==> src/tbf_map.svh <==
/*
 * Constants for the tri-port two-queue FIFO block: widths, depth,
 * offset defaults, flag-select codes and offset word layout.
 * Assumes it is included by name from every file that needs it.
 */
`ifndef TBF_MAP_SVH
`define TBF_MAP_SVH

`define TBF_WIDE     36
`define TBF_HALF     18
`define TBF_DEPTH    32
`define TBF_CNTW     6
`define TBF_OFFW     7

// default thresholds picked by the flag-select pins at master reset
`define TBF_OFF_8    7'h08
`define TBF_OFF_16   7'h10
`define TBF_OFF_64   7'h40

// flag-select codes {flagSelect1, flagSelect0}
`define TBF_FS_PROG  2'h0
`define TBF_FS_8     2'h1
`define TBF_FS_16    2'h2
`define TBF_FS_64    2'h3

// offset word layout, used by the parallel and the serial load
`define TBF_AE1_LSB  0
`define TBF_AF1_LSB  8
`define TBF_AE2_LSB  16
`define TBF_AF2_LSB  24
`define TBF_SER_LAST 5'h1B

`endif

==> src/tbf_pkg.sv <==
/*
 * Types shared by the tri-port two-queue FIFO block.
 * Assumes tbf_map.svh is on the include path.
 */
package tbf_pkg;
	// almost-empty and almost-full thresholds of one queue
	typedef struct packed {
		logic [6:0] ae;
		logic [6:0] af;
	} tbf_offs_t;

	// settings latched at a queue's master reset
	typedef struct packed {
		logic bigEndian;
		logic progMode;
	} tbf_cfg_t;

	// state of the 36-to-18 output stage
	typedef enum logic [1:0] {OS_EMPTY, OS_FIRST, OS_SECOND} tbf_ostate_t;
endpackage

==> src/tbf_fifo.sv <==
/*
 * One dual-port queue: memory array, pointers and a word count, with
 * valid/ready on both sides and a synchronous flush.
 * Assumes a single clock; both sides may act in the same cycle.
 */
`timescale 1ns/1ps
`include "tbf_map.svh"
module tbf_fifo #(
	parameter int W = 36,
	parameter int D = 32
) (
	input  wire logic                   clk,
	input  wire logic                   rst,
	input  wire logic                   flush,
	input  wire logic [W-1:0]           inData,
	input  wire logic                   inValid,
	output logic                        inReady,
	output logic [W-1:0]                outData,
	output logic                        outValid,
	input  wire logic                   outReady,
	output logic [$clog2(D):0]          count
);
	localparam int AW = $clog2(D);
	localparam logic [AW:0] FULLN = (AW+1)'(D);

	logic [W-1:0]  mem [D];
	logic [AW-1:0] wrPtr;
	logic [AW-1:0] rdPtr;
	logic          push;
	logic          pop;

	// refusal of a write when full and a read when empty lives here
	assign inReady  = (count != FULLN);
	assign outValid = (count != '0);
	assign push     = inValid && inReady;
	assign pop      = outValid && outReady;
	assign outData  = mem[rdPtr];

	// storage carries no reset: contents are don't-care until written
	always_ff @(posedge clk) begin
		if (push) begin
			mem[wrPtr] <= inData;
		end
	end

	// pointers move independently, so read and write may coincide
	always_ff @(posedge clk or posedge rst) begin
		if (rst) begin
			wrPtr <= '0;
			rdPtr <= '0;
			count <= '0;
		end else if (flush) begin
			wrPtr <= '0; // back to the first location
			rdPtr <= '0;
			count <= '0;
		end else begin
			if (push) wrPtr <= wrPtr + 1'b1;
			if (pop) rdPtr <= rdPtr + 1'b1;
			count <= count + (AW+1)'(push) - (AW+1)'(pop);
		end
	end
endmodule

==> src/tbf_mailbox.sv <==
/*
 * One bypass mailbox: a word register and its new-mail flag.
 * Assumes writer and reader strobes are on the block clock.
 */
`timescale 1ns/1ps
module tbf_mailbox #(
	parameter int W = 18
) (
	input  wire logic         clk,
	input  wire logic         rst,
	input  wire logic         clear,
	input  wire logic         wrEn,
	input  wire logic [W-1:0] wrData,
	input  wire logic         rdEn,
	output logic [W-1:0]      rdData,
	output logic              flag
);
	// the word skips the queue memory entirely
	always_ff @(posedge clk or posedge rst) begin
		if (rst) begin
			rdData <= '0;
		end else if (wrEn) begin
			rdData <= wrData;
		end
	end

	// new mail sets the flag; a write in the reading cycle wins
	always_ff @(posedge clk or posedge rst) begin
		if (rst) begin
			flag <= 1'b0;
		end else if (wrEn) begin
			flag <= 1'b1;
		end else if (rdEn || clear) begin
			flag <= 1'b0;
		end
	end
endmodule

==> src/tbf_top.sv <==
/*
 * Tri-port two-queue FIFO: queue one carries 36-bit port A words to
 * 18-bit port B, queue two carries port C half-words to port A.
 * Assumes every port strobe is synchronous to clk; each port's
 * enables mark its own transfer edges.
 */
`timescale 1ns/1ps
`include "tbf_map.svh"
module tbf_top
	import tbf_pkg::*;
(
	input  wire logic                 clk,
	input  wire logic                 rst,
	input  wire logic                 fullResetQueueOne,
	input  wire logic                 fullResetQueueTwo,
	input  wire logic                 flushResetQueueOne,
	input  wire logic                 flushResetQueueTwo,
	input  wire logic                 flagSelect0,
	input  wire logic                 flagSelect1,
	input  wire logic                 bigEndianSel,
	input  wire logic                 serialOffsetIn,
	input  wire logic                 serialOffsetEn,
	input  wire logic                 outputModeSelect,
	input  wire logic [35:0]          portAIn,
	output logic      [35:0]          portAOut,
	output logic                      portAOe_n,
	input  wire logic                 portAOutEnable,
	input  wire logic                 portAWrite,
	input  wire logic                 portARead,
	input  wire logic                 portAMailSel,
	input  wire logic                 portAProgSel,
	output logic                      portAFullOrRoom,
	output logic                      portAEmptyOrValid,
	output logic                      portAAlmostEmpty,
	output logic                      portAAlmostFull,
	output logic                      mailFlagOne,
	output logic                      mailFlagTwo,
	output logic      [17:0]          portBOut,
	input  wire logic                 portBRead,
	input  wire logic                 portBMailSel,
	output logic                      portBEmptyOrValid,
	output logic                      portBAlmostEmpty,
	input  wire logic [17:0]          portCIn,
	input  wire logic                 portCWrite,
	input  wire logic                 portCMailSel,
	output logic                      portCFullOrRoom,
	output logic                      portCAlmostFull
);
	tbf_cfg_t            cfg1;
	tbf_cfg_t            cfg2;
	tbf_offs_t           offs1;
	tbf_offs_t           offs2;
	tbf_ostate_t         bState;
	logic [1:0]          flagSel;
	logic                fallThrough;
	logic                q1Clear;
	logic                q2Clear;
	logic [35:0]         q1Data;
	logic [35:0]         q2Data;
	logic [35:0]         q2InWord;
	logic                q1Valid;
	logic                q2Valid;
	logic                q1InReady;
	logic                q2InReady;
	logic                q1Pop;
	logic                q2Pop;
	logic                q1Take;
	logic                q2Take;
	logic                q1Push;
	logic                q2Push;
	logic [5:0]          q1Count;
	logic [5:0]          q2Count;
	logic [35:0]         bHold;
	logic                aShown;
	logic                cHalf;
	logic [17:0]         cLow;
	logic                aWr;
	logic                aRd;
	logic                bRd;
	logic                cWr;
	logic                parLoad;
	logic                serLoad;
	logic [26:0]         serReg;
	logic [4:0]          serBits;
	logic [27:0]         serWord;
	logic [17:0]         mb1Data;
	logic [17:0]         mb2Data;
	logic                showSecond;

	// default threshold for a flag-select code; programming mode starts at 8
	function automatic logic [6:0] defOff(input logic [1:0] fs);
		logic [6:0] v;
		v = `TBF_OFF_8;
		if (fs == `TBF_FS_16) begin
			v = `TBF_OFF_16;
		end else if (fs == `TBF_FS_64) begin
			v = `TBF_OFF_64;
		end
		return v;
	endfunction

	// port strobes, each valid only on its enable at a clk edge
	assign flagSel     = {flagSelect1, flagSelect0};
	assign fallThrough = outputModeSelect; // level read every cycle
	assign q1Clear     = fullResetQueueOne || flushResetQueueOne;
	assign q2Clear     = fullResetQueueTwo || flushResetQueueTwo;
	assign aWr         = portAWrite && !portAMailSel && !portAProgSel;
	assign aRd         = portARead && !portAMailSel;
	assign bRd         = portBRead && !portBMailSel;
	assign cWr         = portCWrite && !portCMailSel;
	assign parLoad     = portAWrite && portAProgSel && !portAMailSel;
	assign serWord     = {serReg, serialOffsetIn};
	assign serLoad     = serialOffsetEn && (serBits == `TBF_SER_LAST);

	// queue one: port A writes 36-bit words, port B drains halves
	assign q1Push = aWr;
	tbf_fifo #(.W(`TBF_WIDE), .D(`TBF_DEPTH)) uQueueOne (
		.clk      (clk),
		.rst      (rst),
		.flush    (q1Clear),
		.inData   (portAIn),
		.inValid  (q1Push),
		.inReady  (q1InReady),
		.outData  (q1Data),
		.outValid (q1Valid),
		.outReady (q1Pop),
		.count    (q1Count)
	);

	// queue two: port C pairs halves into a word, port A reads it
	assign q2InWord = cfg2.bigEndian ? {cLow, portCIn} : {portCIn, cLow};
	assign q2Push   = cWr && cHalf;
	tbf_fifo #(.W(`TBF_WIDE), .D(`TBF_DEPTH)) uQueueTwo (
		.clk      (clk),
		.rst      (rst),
		.flush    (q2Clear),
		.inData   (q2InWord),
		.inValid  (q2Push),
		.inReady  (q2InReady),
		.outData  (q2Data),
		.outValid (q2Valid),
		.outReady (q2Pop),
		.count    (q2Count)
	);

	// mailboxes: A to B and C to A, 18 bits like the narrow ports
	tbf_mailbox #(.W(`TBF_HALF)) uMailOne (
		.clk    (clk),
		.rst    (rst),
		.clear  (fullResetQueueOne),
		.wrEn   (portAWrite && portAMailSel),
		.wrData (portAIn[17:0]),
		.rdEn   (portBRead && portBMailSel),
		.rdData (mb1Data),
		.flag   (mailFlagOne)
	);
	tbf_mailbox #(.W(`TBF_HALF)) uMailTwo (
		.clk    (clk),
		.rst    (rst),
		.clear  (fullResetQueueTwo),
		.wrEn   (portCWrite && portCMailSel),
		.wrData (portCIn),
		.rdEn   (portARead && portAMailSel),
		.rdData (mb2Data),
		.flag   (mailFlagTwo)
	);

	// byte order and programming method latch only at master reset
	always_ff @(posedge clk or posedge rst) begin
		if (rst) begin
			cfg1 <= '0;
			cfg2 <= '0;
		end else begin
			if (fullResetQueueOne) begin
				cfg1.bigEndian <= bigEndianSel;
				cfg1.progMode  <= (flagSel == `TBF_FS_PROG);
			end
			if (fullResetQueueTwo) begin
				cfg2.bigEndian <= bigEndianSel;
				cfg2.progMode  <= (flagSel == `TBF_FS_PROG);
			end
		end
	end

	// serial offset shifter, first bit lands in the top of the word
	always_ff @(posedge clk or posedge rst) begin
		if (rst) begin
			serReg  <= '0;
			serBits <= '0;
		end else if (fullResetQueueOne || fullResetQueueTwo) begin
			serBits <= '0;
		end else if (serialOffsetEn) begin
			serReg  <= serWord[26:0];
			serBits <= serLoad ? 5'h00 : serBits + 5'h01;
		end
	end

	// queue one offsets: defaults at master reset, kept by partial reset
	always_ff @(posedge clk or posedge rst) begin
		if (rst) begin
			offs1 <= {`TBF_OFF_8, `TBF_OFF_8};
		end else if (fullResetQueueOne) begin
			offs1 <= {defOff(flagSel), defOff(flagSel)};
		end else if (cfg1.progMode && parLoad) begin
			offs1 <= {portAIn[`TBF_AE1_LSB +: 7], portAIn[`TBF_AF1_LSB +: 7]};
		end else if (cfg1.progMode && serLoad) begin
			offs1 <= {serWord[`TBF_AE1_LSB +: 7], serWord[`TBF_AF1_LSB +: 7]};
		end
	end

	// queue two offsets, same scheme under its own reset
	always_ff @(posedge clk or posedge rst) begin
		if (rst) begin
			offs2 <= {`TBF_OFF_8, `TBF_OFF_8};
		end else if (fullResetQueueTwo) begin
			offs2 <= {defOff(flagSel), defOff(flagSel)};
		end else if (cfg2.progMode && parLoad) begin
			offs2 <= {portAIn[`TBF_AE2_LSB +: 7], portAIn[`TBF_AF2_LSB +: 7]};
		end else if (cfg2.progMode && serLoad) begin
			offs2 <= {serWord[`TBF_AE2_LSB +: 7], serWord[`TBF_AF2_LSB +: 7]};
		end
	end

	// port B pops: standard pops on request, fall-through refills itself
	assign q1Pop  = fallThrough ? (bState == OS_EMPTY || (bRd && bState == OS_SECOND))
	                            : (bRd && bState != OS_SECOND);
	assign q1Take = q1Pop && q1Valid && !q1Clear;
	assign showSecond = bRd && !q1Take && (fallThrough ? bState == OS_FIRST : bState == OS_SECOND);

	// port B output stage holds one word and hands out its halves
	always_ff @(posedge clk or posedge rst) begin
		if (rst) begin
			bState <= OS_EMPTY;
			bHold  <= '0;
		end else if (q1Clear) begin
			bState <= OS_EMPTY;
		end else begin
			case (bState)
				OS_EMPTY: begin
					if (q1Take) begin
						bHold  <= q1Data;
						bState <= fallThrough ? OS_FIRST : OS_SECOND;
					end
				end
				OS_FIRST: begin
					if (bRd) bState <= OS_SECOND;
				end
				default: begin
					if (q1Take) begin
						bHold  <= q1Data;
						bState <= fallThrough ? OS_FIRST : OS_SECOND;
					end else if (bRd) begin
						bState <= OS_EMPTY;
					end
				end
			endcase
		end
	end

	// port B data register; endian picks which half goes first
	always_ff @(posedge clk or posedge rst) begin
		if (rst) begin
			portBOut <= '0;
		end else if (q1Take) begin
			portBOut <= cfg1.bigEndian ? q1Data[35:18] : q1Data[17:0];
		end else if (showSecond) begin
			portBOut <= cfg1.bigEndian ? bHold[17:0] : bHold[35:18];
		end else if (portBRead && portBMailSel) begin
			portBOut <= mb1Data;
		end
	end

	// port A read side of queue two, one whole word per read
	assign q2Pop  = fallThrough ? (!aShown || aRd) : aRd;
	assign q2Take = q2Pop && q2Valid && !q2Clear;

	always_ff @(posedge clk or posedge rst) begin
		if (rst) begin
			aShown <= 1'b0;
		end else if (q2Clear || !fallThrough) begin
			aShown <= 1'b0;
		end else if (q2Take) begin
			aShown <= 1'b1; // first word falls through unread
		end else if (aRd) begin
			aShown <= 1'b0;
		end
	end

	// port A data and drive enable; mail reads use the low 18 bits
	always_ff @(posedge clk or posedge rst) begin
		if (rst) begin
			portAOut  <= '0;
			portAOe_n <= 1'b1;
		end else begin
			portAOe_n <= !portAOutEnable;
			if (q2Take) begin
				portAOut <= q2Data;
			end else if (portARead && portAMailSel) begin
				portAOut <= {18'h00000, mb2Data};
			end
		end
	end

	// port C pairing: first half waits, second half pushes if there is room
	always_ff @(posedge clk or posedge rst) begin
		if (rst) begin
			cHalf <= 1'b0;
			cLow  <= '0;
		end else if (q2Clear) begin
			cHalf <= 1'b0;
		end else if (cWr && !cHalf) begin
			cLow  <= portCIn;
			cHalf <= 1'b1;
		end else if (q2Push && q2InReady) begin
			cHalf <= 1'b0; // refused second half is dropped; the first half stays held
		end
	end

	// flags: full/empty in standard, room/valid in fall-through
	assign portAFullOrRoom   = q1InReady; // writer side of queue one
	assign portCFullOrRoom   = q2InReady && !q2Clear;
	assign portBEmptyOrValid = fallThrough ? (bState != OS_EMPTY) : (q1Valid || bState == OS_SECOND);
	assign portAEmptyOrValid = fallThrough ? aShown : q2Valid;

	// almost flags, active low, registered so parallel parts match
	always_ff @(posedge clk or posedge rst) begin
		if (rst) begin
			portBAlmostEmpty <= 1'b0;
			portAAlmostEmpty <= 1'b0;
			portAAlmostFull  <= 1'b1;
			portCAlmostFull  <= 1'b1;
		end else begin
			portBAlmostEmpty <= ({1'b0, q1Count} > offs1.ae);
			portAAlmostEmpty <= ({1'b0, q2Count} > offs2.ae);
			portAAlmostFull  <= (7'(`TBF_DEPTH) - {1'b0, q1Count} > offs1.af);
			portCAlmostFull  <= (7'(`TBF_DEPTH) - {1'b0, q2Count} > offs2.af);
		end
	end
endmodule

==> config.mk <==
export PLATFORM = sky130hd
export DESIGN_NAME = tbf_top
export DESIGN_NICKNAME = d
export VERILOG_FILES = /design/src/tbf_pkg.sv /design/src/tbf_fifo.sv /design/src/tbf_mailbox.sv /design/src/tbf_top.sv
export VERILOG_INCLUDE_DIRS = /design/src
export SDC_FILE = /design/constraint.sdc
export NUM_CORES = 2
export LEC_CHECK = 0
export ABC_CLOCK_PERIOD_IN_PS = 14000
export BUFFER_PORTS_ARGS = -buffer_cell sky130_fd_sc_hd__buf_2
export CAP_MARGIN = 10
export CORE_MARGIN = 10
export CORE_UTILIZATION = 65
export CTS_CLUSTER_SIZE = 10
export DETAILED_ROUTE_END_ITERATION = 10
export PLACE_DENSITY = 0.82
export SYNTH_ARGS = -nofsm -noshare
export SYNTH_HDL_FRONTEND = slang
export SYNTH_SLANG_ARGS = --single-unit
==> constraint.sdc <==
create_clock -name clk -period 14 [get_ports clk]
set_clock_uncertainty 0.2 [all_clocks]
set_input_delay 0 -clock clk [delete_from_list [all_inputs] [get_ports clk]]
set_output_delay 0 -clock clk [all_outputs]
set_load 0.005 [all_outputs]
# Word-level counts from Yosys, hierarchy flattened
# Memory sizes are Yosys's and may differ from the RTL's.
# Cells that the tools add are included.
# word_totals
ff_bits	251
mem_bits_rw	2304
input_bits	75
output_inout_bits	65
wordCells	190
n_memories	2
# mem_list
name	depth	word_bits	rd	rd_ports_with_merged_regs	write_ports	line_no	source
uQueueOne.mem	32	36	1	0	1	tbf_fifo.sv:26	logic [W-1:0] mem [D];
uQueueTwo.mem	32	36	1	0	1	tbf_fifo.sv:26	
# op_classes
n_addsub	11
n_lt_le_gt_ge	4
n_eq_ne	10
mux	55
bitwise	4
n_reduce_logical	72
# ops
cell	count
36-bit 2-to-1 mux	3
18-bit 2-to-1 mux	5
14-bit 2-to-1 mux	6
5-bit 2-to-1 mux	11
1-bit logical AND	29
5-bit by 1-bit adder with 5-bit output, second input constant	5
1-bit 2-to-1 mux	19
2-bit nonzero test	9
3-bit nonzero test	6
6-bit by 7-bit > comparator with 1-bit output	2
7-bit > comparator	2
7-bit 2-to-1 mux	2
6-bit by 6-bit subtractor with 7-bit output, first input constant	2
6-bit by 1-bit adder with 6-bit output	2
2-bit 2-to-1 mux	6
6-bit 2-to-1 mux	2
6-bit != test, second input constant	2
6-bit nonzero test	2
6-bit by 1-bit subtractor with 6-bit output	2
1-bit zero test	11
1-bit logical OR	9
2-bit equality test, second input constant	3
3-bit != test, second input constant	2
3-bit AND reduction	2
7 further kinds	12

# Logic depth before layout (Yosys ltp)
# depth
depth_word	12
depth_mapped	15
ltp_nobuf	14

# Hierarchy
# Synthesis repeated with hierarchy kept, for this count alone.
# hier_totals
hier_cells	5029
hier_area_um2	100457.6
# modules_own_cells
module	instances	cells_per_inst	area_per_inst_um2	seq_area_each_um2
tbf_fifo	2	2029	44574.0	34993.6
tbf_top	1	887	9790.6	4538.1
tbf_mailbox	2	42	759.5	475.5

# Least setup slack after synthesis
# No wires, ideal clock.
# synth_path
kind	reg2reg
start	reg uQueueOne.count[1]
end	mem uQueueOne.mem[15][0], enable pin
setup_time_ns	0.431
t_arrival_ns	3.202
required_time_ns	13.369
path_slack_ns	10.167
path_stages_with_launch	8
path_buffers	1
synth_period_minus_slack_ns	3.833
path_cell_list	dfrtp_1 -> inv_1 -> ha_1 -> nand3_1 -> nor4bb_1 -> clkbuf_1 -> nand2_1 -> nor2_1
# synth_via
elab_chain_len	4
# synth_lines
element	line_no	source
start: declaration	tbf_fifo.sv:21	output logic [$clog2(D):0] count
start signal: assignment	tbf_fifo.sv:59	count <= count + (AW+1)'(push) - (AW+1)'(pop);
6-bit != test	tbf_fifo.sv:33	assign inReady = (count != FULLN);
via portAFullOrRoom	tbf_top.sv:32	output logic portAFullOrRoom,
1-bit logical AND	tbf_fifo.sv:35	assign push = inValid && inReady;
1-bit 2-to-1 mux	tbf_fifo.sv:41	if (push) begin
1-bit 2-to-1 mux (implied by the code)	tbf_fifo.sv:42	mem[wrPtr] <= inData;
end: declaration	tbf_fifo.sv:26	
# The timed path passes the listed nets, and every way through them passes these cells.

# Final worst setup path
# layout_path
start	reg uQueueOne.rdPtr[0]
end	reg portBOut[13]
# layout_via
elab_chain_len	3
# layout_lines
element	line_no	source
start: declaration	tbf_fifo.sv:28	logic [AW-1:0] rdPtr;
start signal: assignment	tbf_fifo.sv:58	if (pop) rdPtr <= rdPtr + 1'b1;
memory read 32 x 36 bit	n/a	
18-bit 2-to-1 mux	tbf_top.sv:265	portBOut <= cfg1.bigEndian ? q1Data[35:18] : q1Data[17:0];
18-bit 2-to-1 mux	tbf_top.sv:264	end else if (q1Take) begin
end signal: assignment	tbf_top.sv:265	
end signal: assignment	tbf_top.sv:267	portBOut <= cfg1.bigEndian ? bHold[17:0] : bHold[35:18];
end signal: assignment	tbf_top.sv:269	portBOut <= mb1Data;
end: declaration	tbf_top.sv:38	output logic [17:0] portBOut,
# No other way between the ends.
# A chain may end at the register's enable or synchronous reset.

==> results.toml <==
[run_status]
outcome = "completed"

[sta]
maxSlewViolCount = 0
final_hold_viol_count = 0
fin_tns_setup_ps = 0
min_period_ps = 5350
final_min_period_over_clock_period_pct = 38.2
max_freq_mhz = 187
final.hold.worst_slack_ps = 22.2
setup_violations = 0
worst_slew_margin_rel_pct = 20.5
rsz0062_at_grt = "false"
worst_pin_slew_ps = 1190

[synthesis]
postSynth.asyncResetShare_pct = 9.82
yosysTopAreaCellShare_pct = 68.8
yosys.cell_count.top_type = "sky130_fd_sc_hd__edfxtp_1"
post_synth_edffs = 2304
cell_taking_the_most_area_after_synthesis = "sky130_fd_sc_hd__edfxtp_1"
mappedNetlistNets = 5396
sequential_element_share_of_the_synthesized_area_pct = 75.0
synth_flop_cell = "sky130_fd_sc_hd__edfxtp_1"
synthDistinctLibCells = 56
synth_common_cells = "sky130_fd_sc_hd__edfxtp_1, sky130_fd_sc_hd__mux2i_1, sky130_fd_sc_hd__mux4_2"
synthesis.area_per_instance_sq_um = 19.1
synth.yosys.warnings = 0
postSynthRegisterBits = 2555
post_synth_design_cell_area_sq_um = 101000
synth_area_leaders = "sky130_fd_sc_hd__edfxtp_1, sky130_fd_sc_hd__mux4_2, sky130_fd_sc_hd__mux2i_1"
synthesis.instances = 5258

[worst_setup_path]
worst_setup_path_start_kind = "flip-flop"
worst-setup-path-type = "reg -> reg"
critical_path.max_fanout = 145
worst_setup_path_startpoint = "uQueueOne.rdPtr[0]"
worst-endpoint-required_ps = 14520
timing.rr.start = "uQueueOne.rdPtr[0]"
worst_ep_arrival_time_ps = 5860
critPathCaptureType = "flip-flop"

[clock_network]
clock_sinks = 2555
tritoncts = "done"
cts_repair_resize_count = 0
post_cts_buffers = 0
clk_latency_worst_skew_pair_ps = 920
max_root_sink_buffers = 4
cts_max_level = 5
post_cts_hold_buffer_count = 146
cts.reportedPaths.clkPinSlew_ps = 60
tritoncts.num_buffers = 307
cts-root-buf = "sky130_fd_sc_hd__clkbuf_16"

[pwr]
seq_power_share_pct = 48.0
net-switching-power_uw = 4630
clock_share_of_power_pct = 38.2
p_int_uw = 13900
vdd_drop_max_mv = 0.181
power.density_cell_area_nw_per_um2 = 163
power_uw = 18600
leakage_dissipation_uw = 0.0366
swShare_pct = 25.0
combPwrFrac_pct = 13.8

[die]
placement_rows = 144
die_footprint_sq_um = 171000
fp.dieH_um = 413
initial_standard_cell_utilization_of_the_core_pct = 65.4
die-width_um = 413
boundaryPins = 140
core_region_area_sq_um = 154000

[route]
wire_length_reported_by_the_detailed_router_um = 286000
detail-route-antenna-nets = 0
wl_per_cell_um = 36.2
detail_route.iter0.violations = 9077
drc = 0
detailroute.via_count = 57092
detail_route.first_pass.iterations = 6
vias_per_inst = 7.21

[grt]
largest_net_degree_at_the_start_of_global_routing = 167
aggregate_global_route_resource_usage_pct = 33.4
antenna_violations_before_repair = 20
grt_pass1_vias = 58028
grt_overflow_total = 0
wire_length_of_the_first_global_routing_pass_um = 410000

[min_path]
hold_class = "in -> reg"
hold_path_startpoint = "portAIn[35]"

[layout]
layout.nets = 5809
fraction_of_layout_instances_using_a_drive_strength_above_1_pct = 19.8
syn_to_final_growth_pct = 13.5
num-fill-cells = 8130

[place]
detailed_place_hpwl_um = 140000
gp_routability_congestion = 0.822
i_o_buffers = 139

[flow_run]
maxCapViolations = 0
==> path summary, 6_finish.rpt <==
check                      slack (ps)               endpoint  cells past startpoint
hold / removal                     20  uQueueOne.mem[31][35]                      2
max in group asynchronous       10870               bHold[2]                      6
min in group asynchronous         270            portAOut[2]                      4
hold reg to reg                   270       portBAlmostEmpty                      1
setup reg to reg                 8650           portBOut[13]                      9
setup / recovery                 8650           portBOut[13]                      9
==> cells by family (layout without fill, tap and decap cells) <==
group	Yosys count	after routing	share of synthesized area, %
AOI/OAI and AO/OA	562	562	3.90
xor gates and xnor gates	28	28	0.244
adders and majority gates	63	63	0.798
buffers and inverters	352	955	1.47
DFF	2555	2555	75.0
muxes	1147	1147	16.1
other	0	9	0
and+or+nand+nor	551	551	2.49
==> flip-flops by register name, summed over array words and instances, names as in the netlist, 14 cells and up <==
register	flops
serReg	27
uQueueTwo.mem	1152
cLow	18
portBOut	18
bHold	36
uMailTwo.rdData	18
uMailOne.rdData	18
offs2	14
offs1	14
uQueueOne.mem	1152
portAOut	36
==> stage by stage <==
step / cells / cell area (sq um) / util (%) / worst slack [ps]
after floorplan: 5258 / 101000 / - / 6910
after global placement: 7259 / 104000 / 67.7 / 9050
after detailed placement: 7259 / 104000 / 67.7 / 8940
after CTS: 7904 / 114000 / 74.2 / 8880
after global routing: 7907 / 114000 / 74.2 / 8590
final: 7914 / 114000 / 74.2 / 8650
==> metal layers <==
layer | global-route usage, % | wire (um) | vias up | part of all wire, %
li1 | - | - | 22060 | -
met1 | 42.4 | 93300 | 28734 | 33
met2 | 53.0 | 137000 | 5049 | 48
met3 | 8.75 | 36400 | 1223 | 13
met4 | 18.6 | 18900 | 26 | 6.6
met5 | 0 | 176 | - | 0.061
==> area by class of cell <==
type,count,area (sq um),area share [%]
repair buffers,402,3090,2.71
well taps,2044,2560,2.24
diodes,9,22.5,0.0197
clock buffers,494,8570,7.51
multi-input cells,2351,24200,21.2
flip-flops and latches,2555,75500,66.1
clock inverters,5,32.5,0.0285
inverters,54,210,0.184
==> power by group through the flow <==
stage / Clock, uW / Sequential [uW] / Combinational, uW
2_1_floorplan: 0 / 8920 / 1790
3_3_place_gp: 0 / 9030 / 2310
3_5_place_dp: 0 / 9040 / 2410
4_1_cts: 7090 / 8900 / 2520
5_1_grt: 7380 / 8930 / 2740
6_report: 7090 / 8910 / 2560
==> critical path, stage by stage, from the launching register on <==
cell and delay [ps]:
sky130_fd_sc_hd__dfrtp_4 970, sky130_fd_sc_hd__buf_4 860, sky130_fd_sc_hd__buf_12 790, sky130_fd_sc_hd__buf_4 930
sky130_fd_sc_hd__mux2i_1 320, sky130_fd_sc_hd__a22oi_1 100, sky130_fd_sc_hd__nand2_1 140, sky130_fd_sc_hd__o22ai_1 90
sky130_fd_sc_hd__nor2_1 280, sky130_fd_sc_hd__o221ai_1 230
==> placed cells by master (no fill, tap or decap), drive strengths merged, types with 14 or more instances in the layout <==
master       netlist  layout
o22ai             43      43
clkbuf           168     494
a21oi             79      79
xor2              14      14
edfxtp          2304    2304
o31ai             15      15
mux2i            636     636
ha                61      61
buf              130     256
a22oi            289     289
nand3             55      55
mux2             151     151
and3              31      31
inv               54      55
mux4             360     360
nand4             37      37
xnor2             14      14
dfrtp            244     244
o21ai             39      39
dlygate4sd3        0     146
nor2b             15      15
a211oi            36      36
nand2            203     203
nor2             158     158
No activity file was read; power rests on OpenSTA's default activity.
